===== src/design/dma_ctrl_pkg.sv =====
// package: register map, field positions and carrier structs of the ping-pong dma control
package dma_ctrl_pkg;

    localparam logic [15:0] TX_CNT_OFFSET = 16'hc828;
    localparam logic [15:0] STATUS_OFFSET = 16'hc82c;
    localparam logic [15:0] CONTROL_OFFSET = 16'hc830;
    localparam logic [31:0] REG_RESET_VALUE = 32'h00000000;
    localparam logic [31:0] UNMAPPED_READ_VALUE = 32'h00000000;

    // status field positions
    localparam int ST_SAVED_LSB = 10;
    localparam int ST_FE_A = 8;
    localparam int ST_PE_A = 6;
    localparam int ST_OVR_A = 4;
    localparam int ST_TX_ACT_A = 2;
    localparam int ST_RX_ACT_A = 0;

    // control field positions
    localparam int CR_TX_RST = 5;
    localparam int CR_RX_RST = 4;
    localparam int CR_TX_LOAD_A = 2;
    localparam int CR_RX_LOAD_A = 0;

    localparam int CNT_W = 13;

    // saved-count status codes
    localparam logic [2:0] SAVED_NONE = 3'h0;
    localparam logic [2:0] SAVED_ONCE = 3'h2;
    localparam logic [2:0] SAVED_MANY = 3'h6;

    // register port carrier
    typedef struct packed {
        logic [15:0] addr;
        logic [31:0] wdata;
        logic wr;
        logic rd;
    } reg_req_s;

    // one byte taken from the receive fifo by the active buffer
    typedef struct packed {
        logic valid;
        logic frame_err;
        logic parity_err;
        logic overrun;
    } rx_byte_s;

    typedef enum logic [1:0] {
        CH_IDLE,
        CH_BUF_A,
        CH_BUF_B
    } chan_state_e;

endpackage : dma_ctrl_pkg


===== src/design/serial_ping_pong_dma_ctrl.sv =====
// serial controller two-buffer dma: control, status and transmit counter
//
// What this block does
// tx counter gives offset in active buffer
// tx counter zeroed on load and tx reset
// saved-count status codes 0,2,3,6,7
// saved-count status cleared on rx load/reset
// frame error flag set per receiving buffer
// parity error flag set per receiving buffer
// error flags held until reload or reset
// second controller reads error flags as zero
// overrun passed to next loaded buffer
// overrun flag cleared on reload or reset
// tx active flags follow processed buffer
// rx active flags follow processed buffer
// tx reset bit resets tx, self clears
// rx reset bit resets rx and status
// load bit latches addresses, enables buffer
// simultaneous load processes buffer a first
// zero write no effect; done clears load
// load bit reads pending or active
// count saved only on first deassertion
// finished buffer hands over to loaded other
module serial_ping_pong_dma_ctrl
    import dma_ctrl_pkg::*;
#(
    parameter bit SECOND_CONTROLLER = 1'b0
) (
    input wire logic clk,
    input wire logic rst_n,
    input wire reg_req_s reg_req,
    output logic [31:0] rdata,
    // transmit side: one pulse per byte fetched, one pulse at buffer end
    input wire logic tx_byte_fetched,
    input wire logic tx_buf_done,
    // receive side
    input wire rx_byte_s rx_byte,
    input wire logic rx_buf_done,
    input wire logic rx_fifo_overflow,
    input wire logic spi_slave_mode,
    input wire logic slave_select_n,
    // begin/end address latch strobes towards the address registers
    output logic [3:0] addr_latch,
    output logic tx_active_a,
    output logic tx_active_b,
    output logic rx_active_a,
    output logic rx_active_b,
    output logic tx_chan_reset,
    output logic rx_chan_reset,
    output logic save_rx_count
);

    typedef struct packed {
        logic [31:0] rdata;
        chan_state_e tx_state;
        chan_state_e rx_state;
        logic [1:0] tx_load;
        logic [1:0] rx_load;
        logic [CNT_W-1:0] tx_cnt;
        logic [2:0] saved_status;
        logic [1:0] frame_err;
        logic [1:0] parity_err;
        logic [1:0] overrun;
        logic overrun_pending;
        logic ssel_seen_reg;
        logic [3:0] addr_latch;
        logic tx_rst;
        logic rx_rst;
        logic save_pulse;
        logic [3:0] act;
    } state_s;

    state_s state_reg;
    state_s state_next;

    // combinational next state of the whole block
    always_comb begin
        // per-cycle decode, not stored
        logic wr_ctrl;
        logic [1:0] tx_set;
        logic [1:0] rx_set;
        logic do_tx_rst;
        logic do_rx_rst;
        logic ssel_fall;
        logic [31:0] status_word;
        logic rx_a;
        logic rx_b;
        logic [1:0] rx_sel;
        logic tx_busy;
        logic rx_busy;

        // defaults: every field holds, locals start clean
        state_next = state_reg;
        wr_ctrl = 1'b0;
        tx_set = 2'h0;
        rx_set = 2'h0;
        do_tx_rst = 1'b0;
        do_rx_rst = 1'b0;
        ssel_fall = 1'b0;
        status_word = '0;
        rx_a = 1'b0;
        rx_b = 1'b0;
        rx_sel = 2'h0;
        tx_busy = 1'b0;
        rx_busy = 1'b0;

        // control word decode; other addresses are read-only or unmapped
        // a write and a read never share a cycle, so reads have no side effect
        wr_ctrl = reg_req.wr && (reg_req.addr == CONTROL_OFFSET);
        do_tx_rst = wr_ctrl && reg_req.wdata[CR_TX_RST];
        do_rx_rst = wr_ctrl && reg_req.wdata[CR_RX_RST];

        // only ones load; zero writes leave the bits alone
        if (wr_ctrl) begin
            tx_set = reg_req.wdata[CR_TX_LOAD_A +: 2];
            rx_set = reg_req.wdata[CR_RX_LOAD_A +: 2];
        end

        // which buffer of each direction is being worked on
        // rx_sel is one-hot or zero, used as a mask for the flag sets
        rx_a = state_reg.rx_state == CH_BUF_A;
        rx_b = state_reg.rx_state == CH_BUF_B;
        rx_sel = {rx_b, rx_a};
        tx_busy = state_reg.tx_state != CH_IDLE;
        rx_busy = state_reg.rx_state != CH_IDLE;

        // one-cycle strobes towards the address registers and the shifter
        // the reset strobes are what makes the control bits self-clearing:
        // nothing is stored, so the bits always read back as zero
        state_next.addr_latch = {tx_set, rx_set};
        state_next.tx_rst = do_tx_rst;
        state_next.rx_rst = do_rx_rst;
        state_next.save_pulse = 1'b0;

        // transmit offset counts fetched bytes of the active buffer only;
        // fetch pulses seen while idle are dropped
        // the offset is 13 bits wide and wraps; the end address bounds it
        // long before that in practice
        if (tx_busy && tx_byte_fetched) begin
            state_next.tx_cnt = state_reg.tx_cnt + 13'h1;
        end

        // transmit buffer end: drop its load bit and hand over
        if (tx_buf_done) begin
            case (state_reg.tx_state)
                CH_BUF_A: begin
                    state_next.tx_load[0] = 1'b0;
                    if (state_reg.tx_load[1]) begin
                        state_next.tx_state = CH_BUF_B;
                    end else begin
                        state_next.tx_state = CH_IDLE;
                    end
                    // the offset restarts for the buffer that takes over
                    state_next.tx_cnt = '0;
                end
                CH_BUF_B: begin
                    state_next.tx_load[1] = 1'b0;
                    if (state_reg.tx_load[0]) begin
                        state_next.tx_state = CH_BUF_A;
                    end else begin
                        state_next.tx_state = CH_IDLE;
                    end
                    // the offset restarts for the buffer that takes over
                    state_next.tx_cnt = '0;
                end
                default: begin
                    // a done pulse with no active buffer is ignored
                    state_next.tx_state = state_reg.tx_state;
                end
            endcase
        end

        // loads are or'ed in after the done clear, so a load written in the
        // cycle its buffer finishes keeps the buffer pending
        state_next.tx_load = state_next.tx_load | tx_set;

        // an idle channel starts on a loaded buffer, a before b
        // this also restarts a channel whose reload came with its done
        if (state_next.tx_state == CH_IDLE) begin
            if (state_next.tx_load[0]) begin
                state_next.tx_state = CH_BUF_A;
            end else if (state_next.tx_load[1]) begin
                state_next.tx_state = CH_BUF_B;
            end
        end

        // any load restarts the offset, even while the other buffer runs
        if (tx_set != 2'h0) begin
            state_next.tx_cnt = '0;
        end

        // transmit reset beats every other event in the same cycle
        // it also drops a pending load, so software must reload after it
        if (do_tx_rst) begin
            state_next.tx_state = CH_IDLE;
            state_next.tx_load = 2'h0;
            state_next.tx_cnt = '0;
        end

        // receive error marks land on the buffer that takes the byte
        // a byte arriving while idle is not counted against any buffer
        if (rx_byte.valid && rx_busy) begin
            if (rx_byte.frame_err) begin
                state_next.frame_err = state_reg.frame_err | rx_sel;
            end
            if (rx_byte.parity_err) begin
                state_next.parity_err = state_reg.parity_err | rx_sel;
            end
        end

        // an overflow with both buffers unloaded has nowhere to go yet;
        // it is held here until a buffer drains the fifo
        // an overflow while a buffer is loaded is marked by the fifo itself
        // on the byte that carries it, through the overrun mark below
        if (rx_fifo_overflow && (state_reg.rx_load == 2'h0)) begin
            state_next.overrun_pending = 1'b1;
        end

        // the buffer that drains the fifo takes the overrun mark
        if (rx_busy &&
            ((rx_byte.valid && rx_byte.overrun) || state_reg.overrun_pending)) begin
            state_next.overrun = state_reg.overrun | rx_sel;
            state_next.overrun_pending = 1'b0;
        end

        // deassertion is a rising select level while a buffer is active;
        // outside slave mode the select pin means nothing here
        if (spi_slave_mode && slave_select_n &&
            !state_reg.ssel_seen_reg && rx_busy) begin
            ssel_fall = 1'b1;
        end

        // first deassertion saves the count, later ones only mark it stale
        // code bit 0 names the buffer, bit 2 says the count went stale
        // only the first save raises the capture strobe
        if (ssel_fall) begin
            if (state_reg.saved_status == SAVED_NONE) begin
                state_next.saved_status = SAVED_ONCE | {2'h0, rx_b};
                state_next.save_pulse = 1'b1;
            end else begin
                state_next.saved_status = state_reg.saved_status | SAVED_MANY;
            end
        end

        // select level kept for the edge test in the next cycle
        state_next.ssel_seen_reg = slave_select_n;

        // receive buffer end, same hand-over as on the transmit side
        // a done and a reload of the same buffer in one cycle: the load is
        // or'ed in below and keeps that buffer pending
        if (rx_buf_done) begin
            case (state_reg.rx_state)
                CH_BUF_A: begin
                    state_next.rx_load[0] = 1'b0;
                    if (state_reg.rx_load[1]) begin
                        state_next.rx_state = CH_BUF_B;
                    end else begin
                        state_next.rx_state = CH_IDLE;
                    end
                end
                CH_BUF_B: begin
                    state_next.rx_load[1] = 1'b0;
                    if (state_reg.rx_load[0]) begin
                        state_next.rx_state = CH_BUF_A;
                    end else begin
                        state_next.rx_state = CH_IDLE;
                    end
                end
                default: begin
                    // nothing to finish while idle
                    state_next.rx_state = state_reg.rx_state;
                end
            endcase
        end

        // receive loads, again after the done clear
        state_next.rx_load = state_next.rx_load | rx_set;

        // an idle receive channel also prefers buffer a
        if (state_next.rx_state == CH_IDLE) begin
            if (state_next.rx_load[0]) begin
                state_next.rx_state = CH_BUF_A;
            end else if (state_next.rx_load[1]) begin
                state_next.rx_state = CH_BUF_B;
            end
        end

        // a reload opens a new buffer and wipes its own flags only;
        // the clear is applied last, so it wins over a mark in the same cycle
        state_next.frame_err = state_next.frame_err & ~rx_set;
        state_next.parity_err = state_next.parity_err & ~rx_set;
        state_next.overrun = state_next.overrun & ~rx_set;

        // any receive load starts a fresh saved-count record
        // reload and save in one cycle: the clear wins, new buffer, new record
        if (rx_set != 2'h0) begin
            state_next.saved_status = SAVED_NONE;
        end

        // receive reset clears the whole receive side and its status
        // it also drops a pending load, so software must reload after it
        if (do_rx_rst) begin
            state_next.rx_state = CH_IDLE;
            state_next.rx_load = 2'h0;
            state_next.frame_err = 2'h0;
            state_next.parity_err = 2'h0;
            state_next.overrun = 2'h0;
            state_next.overrun_pending = 1'b0;
            state_next.saved_status = SAVED_NONE;
        end

        // the second controller has no error marks to report
        // a build-time choice: the flags stay zero in every state
        if (SECOND_CONTROLLER) begin
            state_next.frame_err = 2'h0;
            state_next.parity_err = 2'h0;
        end

        // active flags registered from the next state, so the outputs and
        // the status bits come straight from flip-flops with no decode
        state_next.act[3] = state_next.tx_state == CH_BUF_B;
        state_next.act[2] = state_next.tx_state == CH_BUF_A;
        state_next.act[1] = state_next.rx_state == CH_BUF_B;
        state_next.act[0] = state_next.rx_state == CH_BUF_A;

        // status word built from the registered state; reserved bits stay zero
        status_word[ST_SAVED_LSB +: 3] = state_reg.saved_status;
        status_word[ST_FE_A +: 2] = state_reg.frame_err;
        status_word[ST_PE_A +: 2] = state_reg.parity_err;
        status_word[ST_OVR_A +: 2] = state_reg.overrun;
        status_word[ST_TX_ACT_A +: 2] = state_reg.act[3:2];
        status_word[ST_RX_ACT_A +: 2] = state_reg.act[1:0];

        // read data stand one cycle after the strobe and are zero otherwise,
        // so a stale value can never be mistaken for a fresh read
        state_next.rdata = '0;
        if (reg_req.rd) begin
            case (reg_req.addr)
                TX_CNT_OFFSET: begin
                    state_next.rdata = {19'h0, state_reg.tx_cnt};
                end
                STATUS_OFFSET: begin
                    state_next.rdata = status_word;
                end
                CONTROL_OFFSET: begin
                    // reset bits hold nothing and read back as zero
                    state_next.rdata = {28'h0, state_reg.tx_load,
                                        state_reg.rx_load};
                end
                default: begin
                    // unmapped addresses read as zero
                    state_next.rdata = UNMAPPED_READ_VALUE;
                end
            endcase
        end
    end

    // one register bank, synchronous reset
    // select level starts high so release gives no false deassertion
    // the whole state moves as one struct, so no field can be missed
    always_ff @(posedge clk) begin
        if (!rst_n) begin
            state_reg <= '0;
            state_reg.ssel_seen_reg <= 1'b1;
        end else begin
            state_reg <= state_next;
        end
    end

    // outputs straight from the register bank
    // none of these is decoded after the flops
    assign rdata = state_reg.rdata;
    assign addr_latch = state_reg.addr_latch;
    assign tx_active_a = state_reg.act[2];
    assign tx_active_b = state_reg.act[3];
    assign rx_active_a = state_reg.act[0];
    assign rx_active_b = state_reg.act[1];
    assign tx_chan_reset = state_reg.tx_rst;
    assign rx_chan_reset = state_reg.rx_rst;
    assign save_rx_count = state_reg.save_pulse;

endmodule : serial_ping_pong_dma_ctrl


===== config.mk =====
export PLATFORM = sky130hd
export DESIGN_NAME = serial_ping_pong_dma_ctrl
export DESIGN_NICKNAME = d
export VERILOG_FILES = /design/src/design/dma_ctrl_pkg.sv /design/src/design/serial_ping_pong_dma_ctrl.sv
export SDC_FILE = /design/constraint.sdc
export NUM_CORES = 1
export LEC_CHECK = 0
export ABC_AREA = 1
export BUFFER_PORTS_ARGS = -buffer_cell sky130_fd_sc_hd__buf_2
export CAP_MARGIN = 0
export CORE_UTILIZATION = 45
export CTS_CLUSTER_SIZE = 16
export DETAILED_ROUTE_END_ITERATION = 6
export PLACE_DENSITY = 0.74
export SLEW_MARGIN = 20
export SYNTH_ARGS = -nofsm -noshare
export SYNTH_HDL_FRONTEND = slang
export SYNTH_SLANG_ARGS = --single-unit
export TNS_END_PERCENT = 30

===== constraint.sdc =====
create_clock -name clk -period 1.5 [get_ports clk]
set_input_delay 0.15 -clock clk [delete_from_list [all_inputs] [get_ports clk]]
set_output_delay 0.15 -clock clk [all_outputs]
set_load 0.02 [all_outputs]

Yosys cells after proc, flatten, opt, wreduce, memory -nomap -nowiden:

Cells that the tools add are included.

* register bits after elaboration: 75
* bits of input ports: 62
* output and inout port bits: 43
* logic and storage cells: 106

* add/sub/neg operators: 1
* equality and inequality tests: 11
* multiplexer cells: 36
* bitwise operators: 10
* reductions and logical operators: 30

Operators with widths (number)
* $eq A16 B16 Y1 const B: 3
* $mux W13: 3
* $pmux W13 S3: 1
* $mux W2: 18
* $add A13 B1 Y13 const B: 1
* $logic_and A1 B1 Y1: 11
* $or A2 B2 Y2: 5
* $mux W1: 9
* $reduce_or A3 Y1: 3
* $eq A2 B1 Y1 const B: 4
* $eq A2 B2 Y1 const B: 4
* $pmux W2 S2: 2
* $reduce_bool A2 Y1: 4
* $and A2 B2 Y2: 3
* $logic_not A2 Y1: 3
* $mux W3: 2
* $reduce_and A2 Y1: 3
* $reduce_or A2 Y1: 3
* $mux W4: 1
* $logic_not A3 Y1: 1
* $not A2 Y2: 1
* $logic_not A1 Y1: 1
* $logic_or A1 B1 Y1: 1
* $not A1 Y1: 1

Logic depth before layout (Yosys ltp):

Gate-level depths: netlist of run 1.

* word-level depth: 9
* gate-level depth with buffers: 12
* gate-level depth less buffers: 11

Worst setup path after synthesis of run 1:

OpenSTA, ideal clock, no wires.

* kind: reg-to-reg
* from: reg state_reg[41] (netlist bit)
* to: reg state_reg[34] (netlist bit)
* setup time: 116 ps
* arrival: 1492 ps
* data required time: 1384 ps
* slack: -108 ps
* stages on the path, launching flop included: 11
* path buffers: 0
* clock period less this slack: 1608 ps
* cells stage by stage: dfxtp_1 inv_1 ha_1 nor2_2 nand2_1 nor2_1 nand2_1 nor2_2 nand3_1 xor2_1 nor2_1

* cells in the longest elaborated chain, start to end: 5
* elaborated cells between the ends (all ways): 8
* those cells by class: 2 x eq/ne; 3 x mux; 3 x reduce/logical

Ends and longest elaborated chain
* start, declared: RTL line serial_ping_pong_dma_ctrl.sv:73 `state_s state_reg;`
* start signal, assigned: RTL line serial_ping_pong_dma_ctrl.sv:366 `state_reg <= state_next;`
* $reduce_bool A2 Y1: RTL line serial_ping_pong_dma_ctrl.sv:124 `tx_busy = state_reg.tx_state != CH_IDLE;`
* $logic_and A1 B1 Y1: RTL line serial_ping_pong_dma_ctrl.sv:139 `if (tx_busy && tx_byte_fetched) begin`
* $mux W13: RTL line serial_ping_pong_dma_ctrl.sv:139
* $mux W13: RTL line serial_ping_pong_dma_ctrl.sv:145 `case (state_reg.tx_state)`
* $mux W13 *: RTL line serial_ping_pong_dma_ctrl.sv:144 `if (tx_buf_done) begin`

Every way passes the cells marked *; elsewhere a longest branch is shown, timed or not.
A chain may end at the register's enable or synchronous reset.

Worst setup path after layout of run 1:

Ends and elaborated chain as after synthesis.

==> run summary, run 1 <==
Setup crit end: state_reg[34]$_SDFF_PP0_
kind of critical path: flip-flop to flip-flop
All-Layer GR Usage: 20.2%
number of synthesized flops with an enable pin: 0
Post-synth ARST share: 0%
vias in the first global route: 2401
Crit path top cell by count: nor2_4
Final Skew: 0.0137 ns
share of layout cells above drive strength 1: 35.6%
first-pass GRT wire length: 10.1 mm
Die Area: 6620 um2
mean routed wirelength per cell: 11.7 um
fmax: 673 MHz
via count: 2536
Final Net Count: 523
Max-Cap Viols: 0
area delta synth->final: 23.7%
DRC: 0
RSZ-0062 raised after global routing: yes
final setup fails: 0
CP peak stage delay: 0.34 ns
Root Buffer: clkbuf_8
total grt overflow: 0
Post-synth top flop: dfxtp_1
Finished Layout Cells: 530
Worst-path clk slew: 0.10 ns
placer's final routability congestion estimate: 0.936
Worst Setup SP: state_reg[41]$_SDFF_PN0_
Syn Std Cell Area: 2830 um2
vias per cell: 4.78
worst path required time: 1.70 ns
Yosys reg bits: 56
detailed-router iteration count before antenna repair: 4
most frequent cell after synthesis: nand2_1
register area share after synthesis: 39.6%
Leakage: 0.00167 uW
Sink Count: 56
# hold bufs at CTS: 0
Rows: 28
Fillers: 544
DP Area: 3260 um2
Final period util: 99.0%
min Tclk post-route: 1.48 ns
Final Hold Fails: 0
chip width: 81.4 um
post-synth cell types: 33
Slowest cell on crit path: dfxtp_2
synth warn: 0
CP max FO: 3
Yosys top cell by area: dfxtp_1
latest clock arrival within the worst-skew pair: 0.31 ns
Starting Density: 47.3%
I/O pin count: 105
dpl hpwl: 4.90 mm
final slew viol count: 0
R2R cell count: 10
reg-to-reg critical path startpoint: state_reg[41]$_SDFF_PN0_
Yosys top cell area share: 39.6%
top post-synthesis cells by area: dfxtp_1 40%, buf_4 10%, nand2_1 8.1%
CTS tree: done
Detailed Route Iter0 Violations: 103
cts bufs inserted: 5
final instance area: 3510 um2
Syn Area/Cell: 7.66 um2
reg2reg setup slack: 0.02 ns
antenna cells: 0
Post-Route WL: 6.19 mm
number of nets with antenna violations after detailed routing: 0
CP Capture Type: flip-flop
Mapped Cells: 370
outcome: finished, final reports clean
largest net degree at the start of global routing: 17
dpl cells: 515
worst hold margin: 0.0428 ns
initial antenna violation count: 0
Critical Path AT: 1.69 ns
H-tree lvl count: 2
FF-to-FF End: state_reg[34]$_SDFF_PP0_
P per Cell Area: 753 nW/um2
Critical Path Source Type: flip-flop
min-delay worst type: primary input to flip-flop
die span in y: 81.4 um
Max rail drop VDD: 0.470 mV
Port Buf Inserts: 59
max FFs per register: 32
top cells by count, synth: 61 x nand2_1, 57 x nor2_1, 56 x dfxtp_1
core area: 5990 um2
worst path cell trace: inv_2, ha_4, nor2_4, nand2_2, nor2_4, nand2_2, nor2_4, nand3_2, xor2_1, nor2_1
CTS Buffer Depth: 2
[worst max-delay path: cells and delay by family (launching register included)]
family | cells | cell delay (ns)
and+or+nand+nor | 7 | 0.66
adders and majority gates | 1 | 0.15
DFF | 1 | 0.34
buffers and inverters | 1 | 0.05
xor gates and xnor gates | 1 | 0.18
[report_power, final]
group	internal, uW	switching [uW]	leakage (uW)	total (uW)
Sequential	1490	1.55	0.000454	1490
Combinational	60.7	117	0.00116	178
Clock	496	475	0.0000552	971
[cell usage in the layout (no fill, tap or decap), types with 2 or more instances in the layout]
cell type   n
nand3_1    11
conb_1     19
buf_4      40
nand2_2     8
nand2_1    54
nand4_1    15
clkbuf_8    5
inv_1      41
dfxtp_1    51
buf_2      59
o221ai_1    3
a21oi_1     8
o21ai_0     3
dfxtp_2     5
a21oi_2    10
nor2_1     54
ha_4        2
nor3_4      2
xor2_1      7
xnor2_1     4
ha_2        2
a31oi_1     6
nor3_1      9
a32oi_2     2
nor2_2      6
nand3_2     3
ha_1        3
nor2_4      4
inv_2       7
[kinds of logic after synthesis]
group	synth area share [%]
compound gates	9.18
xor+xnor	3.40
fa+ha+maj	3.09
buf+inv	17.7
flops	39.6
other cells	0.132
simple gates	26.9
[per-layer routing]
metal	vias up	track usage (%)	part of all wire, %
met5	-	0	0
met4	0	7.86	1.8
met3	10	3.60	5.1
met2	83	35.2	49
met1	1154	24.3	44
li1	1289	-	-
[metrics by stage]
| step | util (%) | setup slack [ns] | setup TNS, ns | total power [uW] |
|---|---|---|---|---|
| floorplan | - | 0.0117 | 0 | 1660 |
| global placement | 54.5 | 0.00472 | 0 | 1700 |
| detailed placement | 54.5 | -0.0510 | -0.169 | 1700 |
| CTS | 56.9 | 0.0132 | 0 | 2660 |
| global route | 58.5 | -0.0686 | -0.161 | 2760 |
| finish | 58.5 | 0.0151 | 0 | 2640 |
[cell type report]
type / instances / area, um2 / share of cell area, %
timing repair buffer: 100 / 616 / 17.6
clock inverter: 2 / 35.0 / 0.999
tap: 75 / 93.8 / 2.68
inverter: 49 / 184 / 5.25
clock buffer: 6 / 72.6 / 2.07
multi-input combinational: 242 / 1380 / 39.3
sequential: 56 / 1130 / 32.2
[repair_timing]
action	in CTS	in global routing
setup buffers	0	7
gates cloned	0	0
setup endpoints to repair	4	13
endpoints found under the hold margin	0	0
gates resized for setup	7	18
pin swaps	2	16
[worst min-delay path by stage]
stage                         from  slack [ns]                  endpoint  cells after the start
finish              slave_select_n        0.04  state_reg[11]$_SDFF_PN1_                      2
detailed placement  slave_select_n        0.36  state_reg[11]$_SDFF_PN1_                      2
floorplan           slave_select_n        0.26  state_reg[11]$_SDFF_PN1_                      1
global placement    slave_select_n        0.35  state_reg[11]$_SDFF_PN1_                      2
CTS                 slave_select_n        0.03  state_reg[11]$_SDFF_PN1_                      2
global route        slave_select_n        0.04  state_reg[11]$_SDFF_PN1_                      2
(Power assumes the default switching activity.)
==> inputs of run 2 (changes only) <==
--- a/config.mk
+++ b/config.mk
@@ -8,10 +8,10 @@
 export ABC_AREA = 1
 export BUFFER_PORTS_ARGS = -buffer_cell sky130_fd_sc_hd__buf_2
 export CAP_MARGIN = 0
-export CORE_UTILIZATION = 45
+export CORE_UTILIZATION = 25
 export CTS_CLUSTER_SIZE = 16
 export DETAILED_ROUTE_END_ITERATION = 6
-export PLACE_DENSITY = 0.74
+export PLACE_DENSITY = 0.45
 export SLEW_MARGIN = 20
 export SYNTH_ARGS = -nofsm -noshare
 export SYNTH_HDL_FRONTEND = slang
==> run summary, run 2 (synthesis results as in run 1) <==
Post-Route WL: 6.76 mm
internal power: 2220 uW
I/O pin count: 105
Final period util: 96.6%
Port Buf Inserts: 59
top layer in use: met4
vias per cell: 4.14
worst path cell trace: inv_2, ha_4, nor2_4, inv_2, nor3_4, nand2_2, nor2_2, nand3_1, xor2_1, nor2_1
outcome: finished, final reports clean
Worst-path clk slew: 0.07 ns
P per Cell Area: 776 nW/um2
worst path required time: 1.69 ns
Place WS: -0.0485 ns
H-tree lvl count: 2
Critical Path Source Type: flip-flop
Seq pwr share: 51.6%
Starting Density: 25.9%
critical path's top delay family: simple AND/OR/NAND/NOR gates
kind of critical path: flip-flop to flip-flop
core area: 10900 um2
CP max FO: 3
via count: 2501
Crit path top cell by count: inv_2
Final Net Count: 532
Fillers: 1207
largest net degree at the start of global routing: 18
fmax: 690 MHz
met2 WL: 3.05 mm
chip width: 108 um
commonest non-fill, non-tap cell in the layout: buf_2
placer's final routability congestion estimate: 0.779
most frequent cells in the layout: 59 x buf_2, 55 x nand2_1, 53 x nor2_1
CTS tree: done
Sw Share: 22.8%
Root Buffer: clkbuf_16
Critical Path AT: 1.64 ns
final instance area: 3710 um2
combinational share of power: 6.6%
Leakage: 0.00174 uW
WP buf/inv: 2
All-Layer GR Usage: 12.4%
mean routed wirelength per cell: 11.2 um
NetSw: 657 uW
Met3 Wirelength: 318 um
final slew viol count: 0
cts bufs inserted: 5
vias in the first global route: 2426
die span in y: 108 um
Max rail drop VDD: 0.452 mV
number of nets with antenna violations after detailed routing: 0
Detailed Route Iter0 Violations: 68
initial antenna violation count: 0
final setup fails: 0
DRC: 0
DP Area: 3460 um2
Die Area: 11800 um2
total grt overflow: 0
total negative slack: 0 ns
Finished Layout Cells: 604
Slowest cell on crit path: dfxtp_2
Rows: 38
detailed-router iteration count before antenna repair: 4
Sink Count: 56
Final Skew: 0.00440 ns
CP peak stage delay: 0.34 ns
CP Capture Type: flip-flop
Final Hold Fails: 0
CTS Buffer Depth: 2
clock share of power: 41.8%
RSZ-0062 raised after global routing: yes
max FFs per register: 32
Final WS setup: 0.0505 ns
Final Core Density: 34.0%
Max-Cap Viols: 0
dpl cells: 594
M1 wire length: 3.35 mm
first-pass GRT wire length: 11.3 mm
area delta synth->final: 31.1%
latest clock arrival within the worst-skew pair: 0.29 ns
share of layout cells above drive strength 1: 36.6%
dpl hpwl: 5.58 mm
antenna cells: 0
min Tclk post-route: 1.45 ns
min-delay worst type: primary input to flip-flop
[run 2: power by group through the flow]
stage                     logic [uW]  registers, uW  clock network [uW]
after CTS                        190           1490                1250
after detailed placement         190           1530                   0
after global placement           188           1520                   0
after floorplan                  133           1520                   0
final                            190           1490                1200
after global routing             211           1490                1310
[run 2: timing repair]
action	in CTS	in global routing
pin swaps	3	9
resized for setup	4	20
setup buffers	1	1
endpoints found under the setup margin	4	11
hold buffers	0	0
[run 2: metrics by stage]
| step | power (uW) | hold WS (ns) |
|---|---|---|
| 2_1_floorplan | 1660 | 0.257 |
| 3_3_place_gp | 1710 | 0.356 |
| 3_5_place_dp | 1710 | 0.375 |
| 4_1_cts | 2930 | 0.0739 |
| 5_1_grt | 3010 | 0.0742 |
| 6_report | 2880 | 0.0742 |
[run 2: routing by layer]
metal / vias up / track usage, %
met1: 1125 / 16.9
met2: 64 / 20.2
li1: 1308 / -
met4: 0 / 2.03
met5: - / 0
met3: 4 / 2.65
[run 2: worst paths after layout]
path / startpoint / endpoint / slack (ns) / cells past startpoint
worst min-delay path: slave_select_n / state_reg[11]$_SDFF_PN1_ / 0.07 / 2
worst min register to register: state_reg[14]$_SDFF_PP0_ / state_reg[14]$_SDFF_PP0_ / 0.49 / 2
worst max register to register: state_reg[42]$_SDFF_PN0_ / state_reg[31]$_SDFF_PP0_ / 0.05 / 10
worst max-delay path: state_reg[42]$_SDFF_PN0_ / state_reg[31]$_SDFF_PP0_ / 0.05 / 10
[run 2: layout make-up]
type	count	area, um2	area share (%)
clock buffers	6	139	3.74
inverters	49	184	4.95
multi-input cells	242	1380	37.1
repair buffers	109	696	18.7
flip-flops and latches	56	1130	30.4
well taps	140	175	4.72
clock inverters	2	13.8	0.370
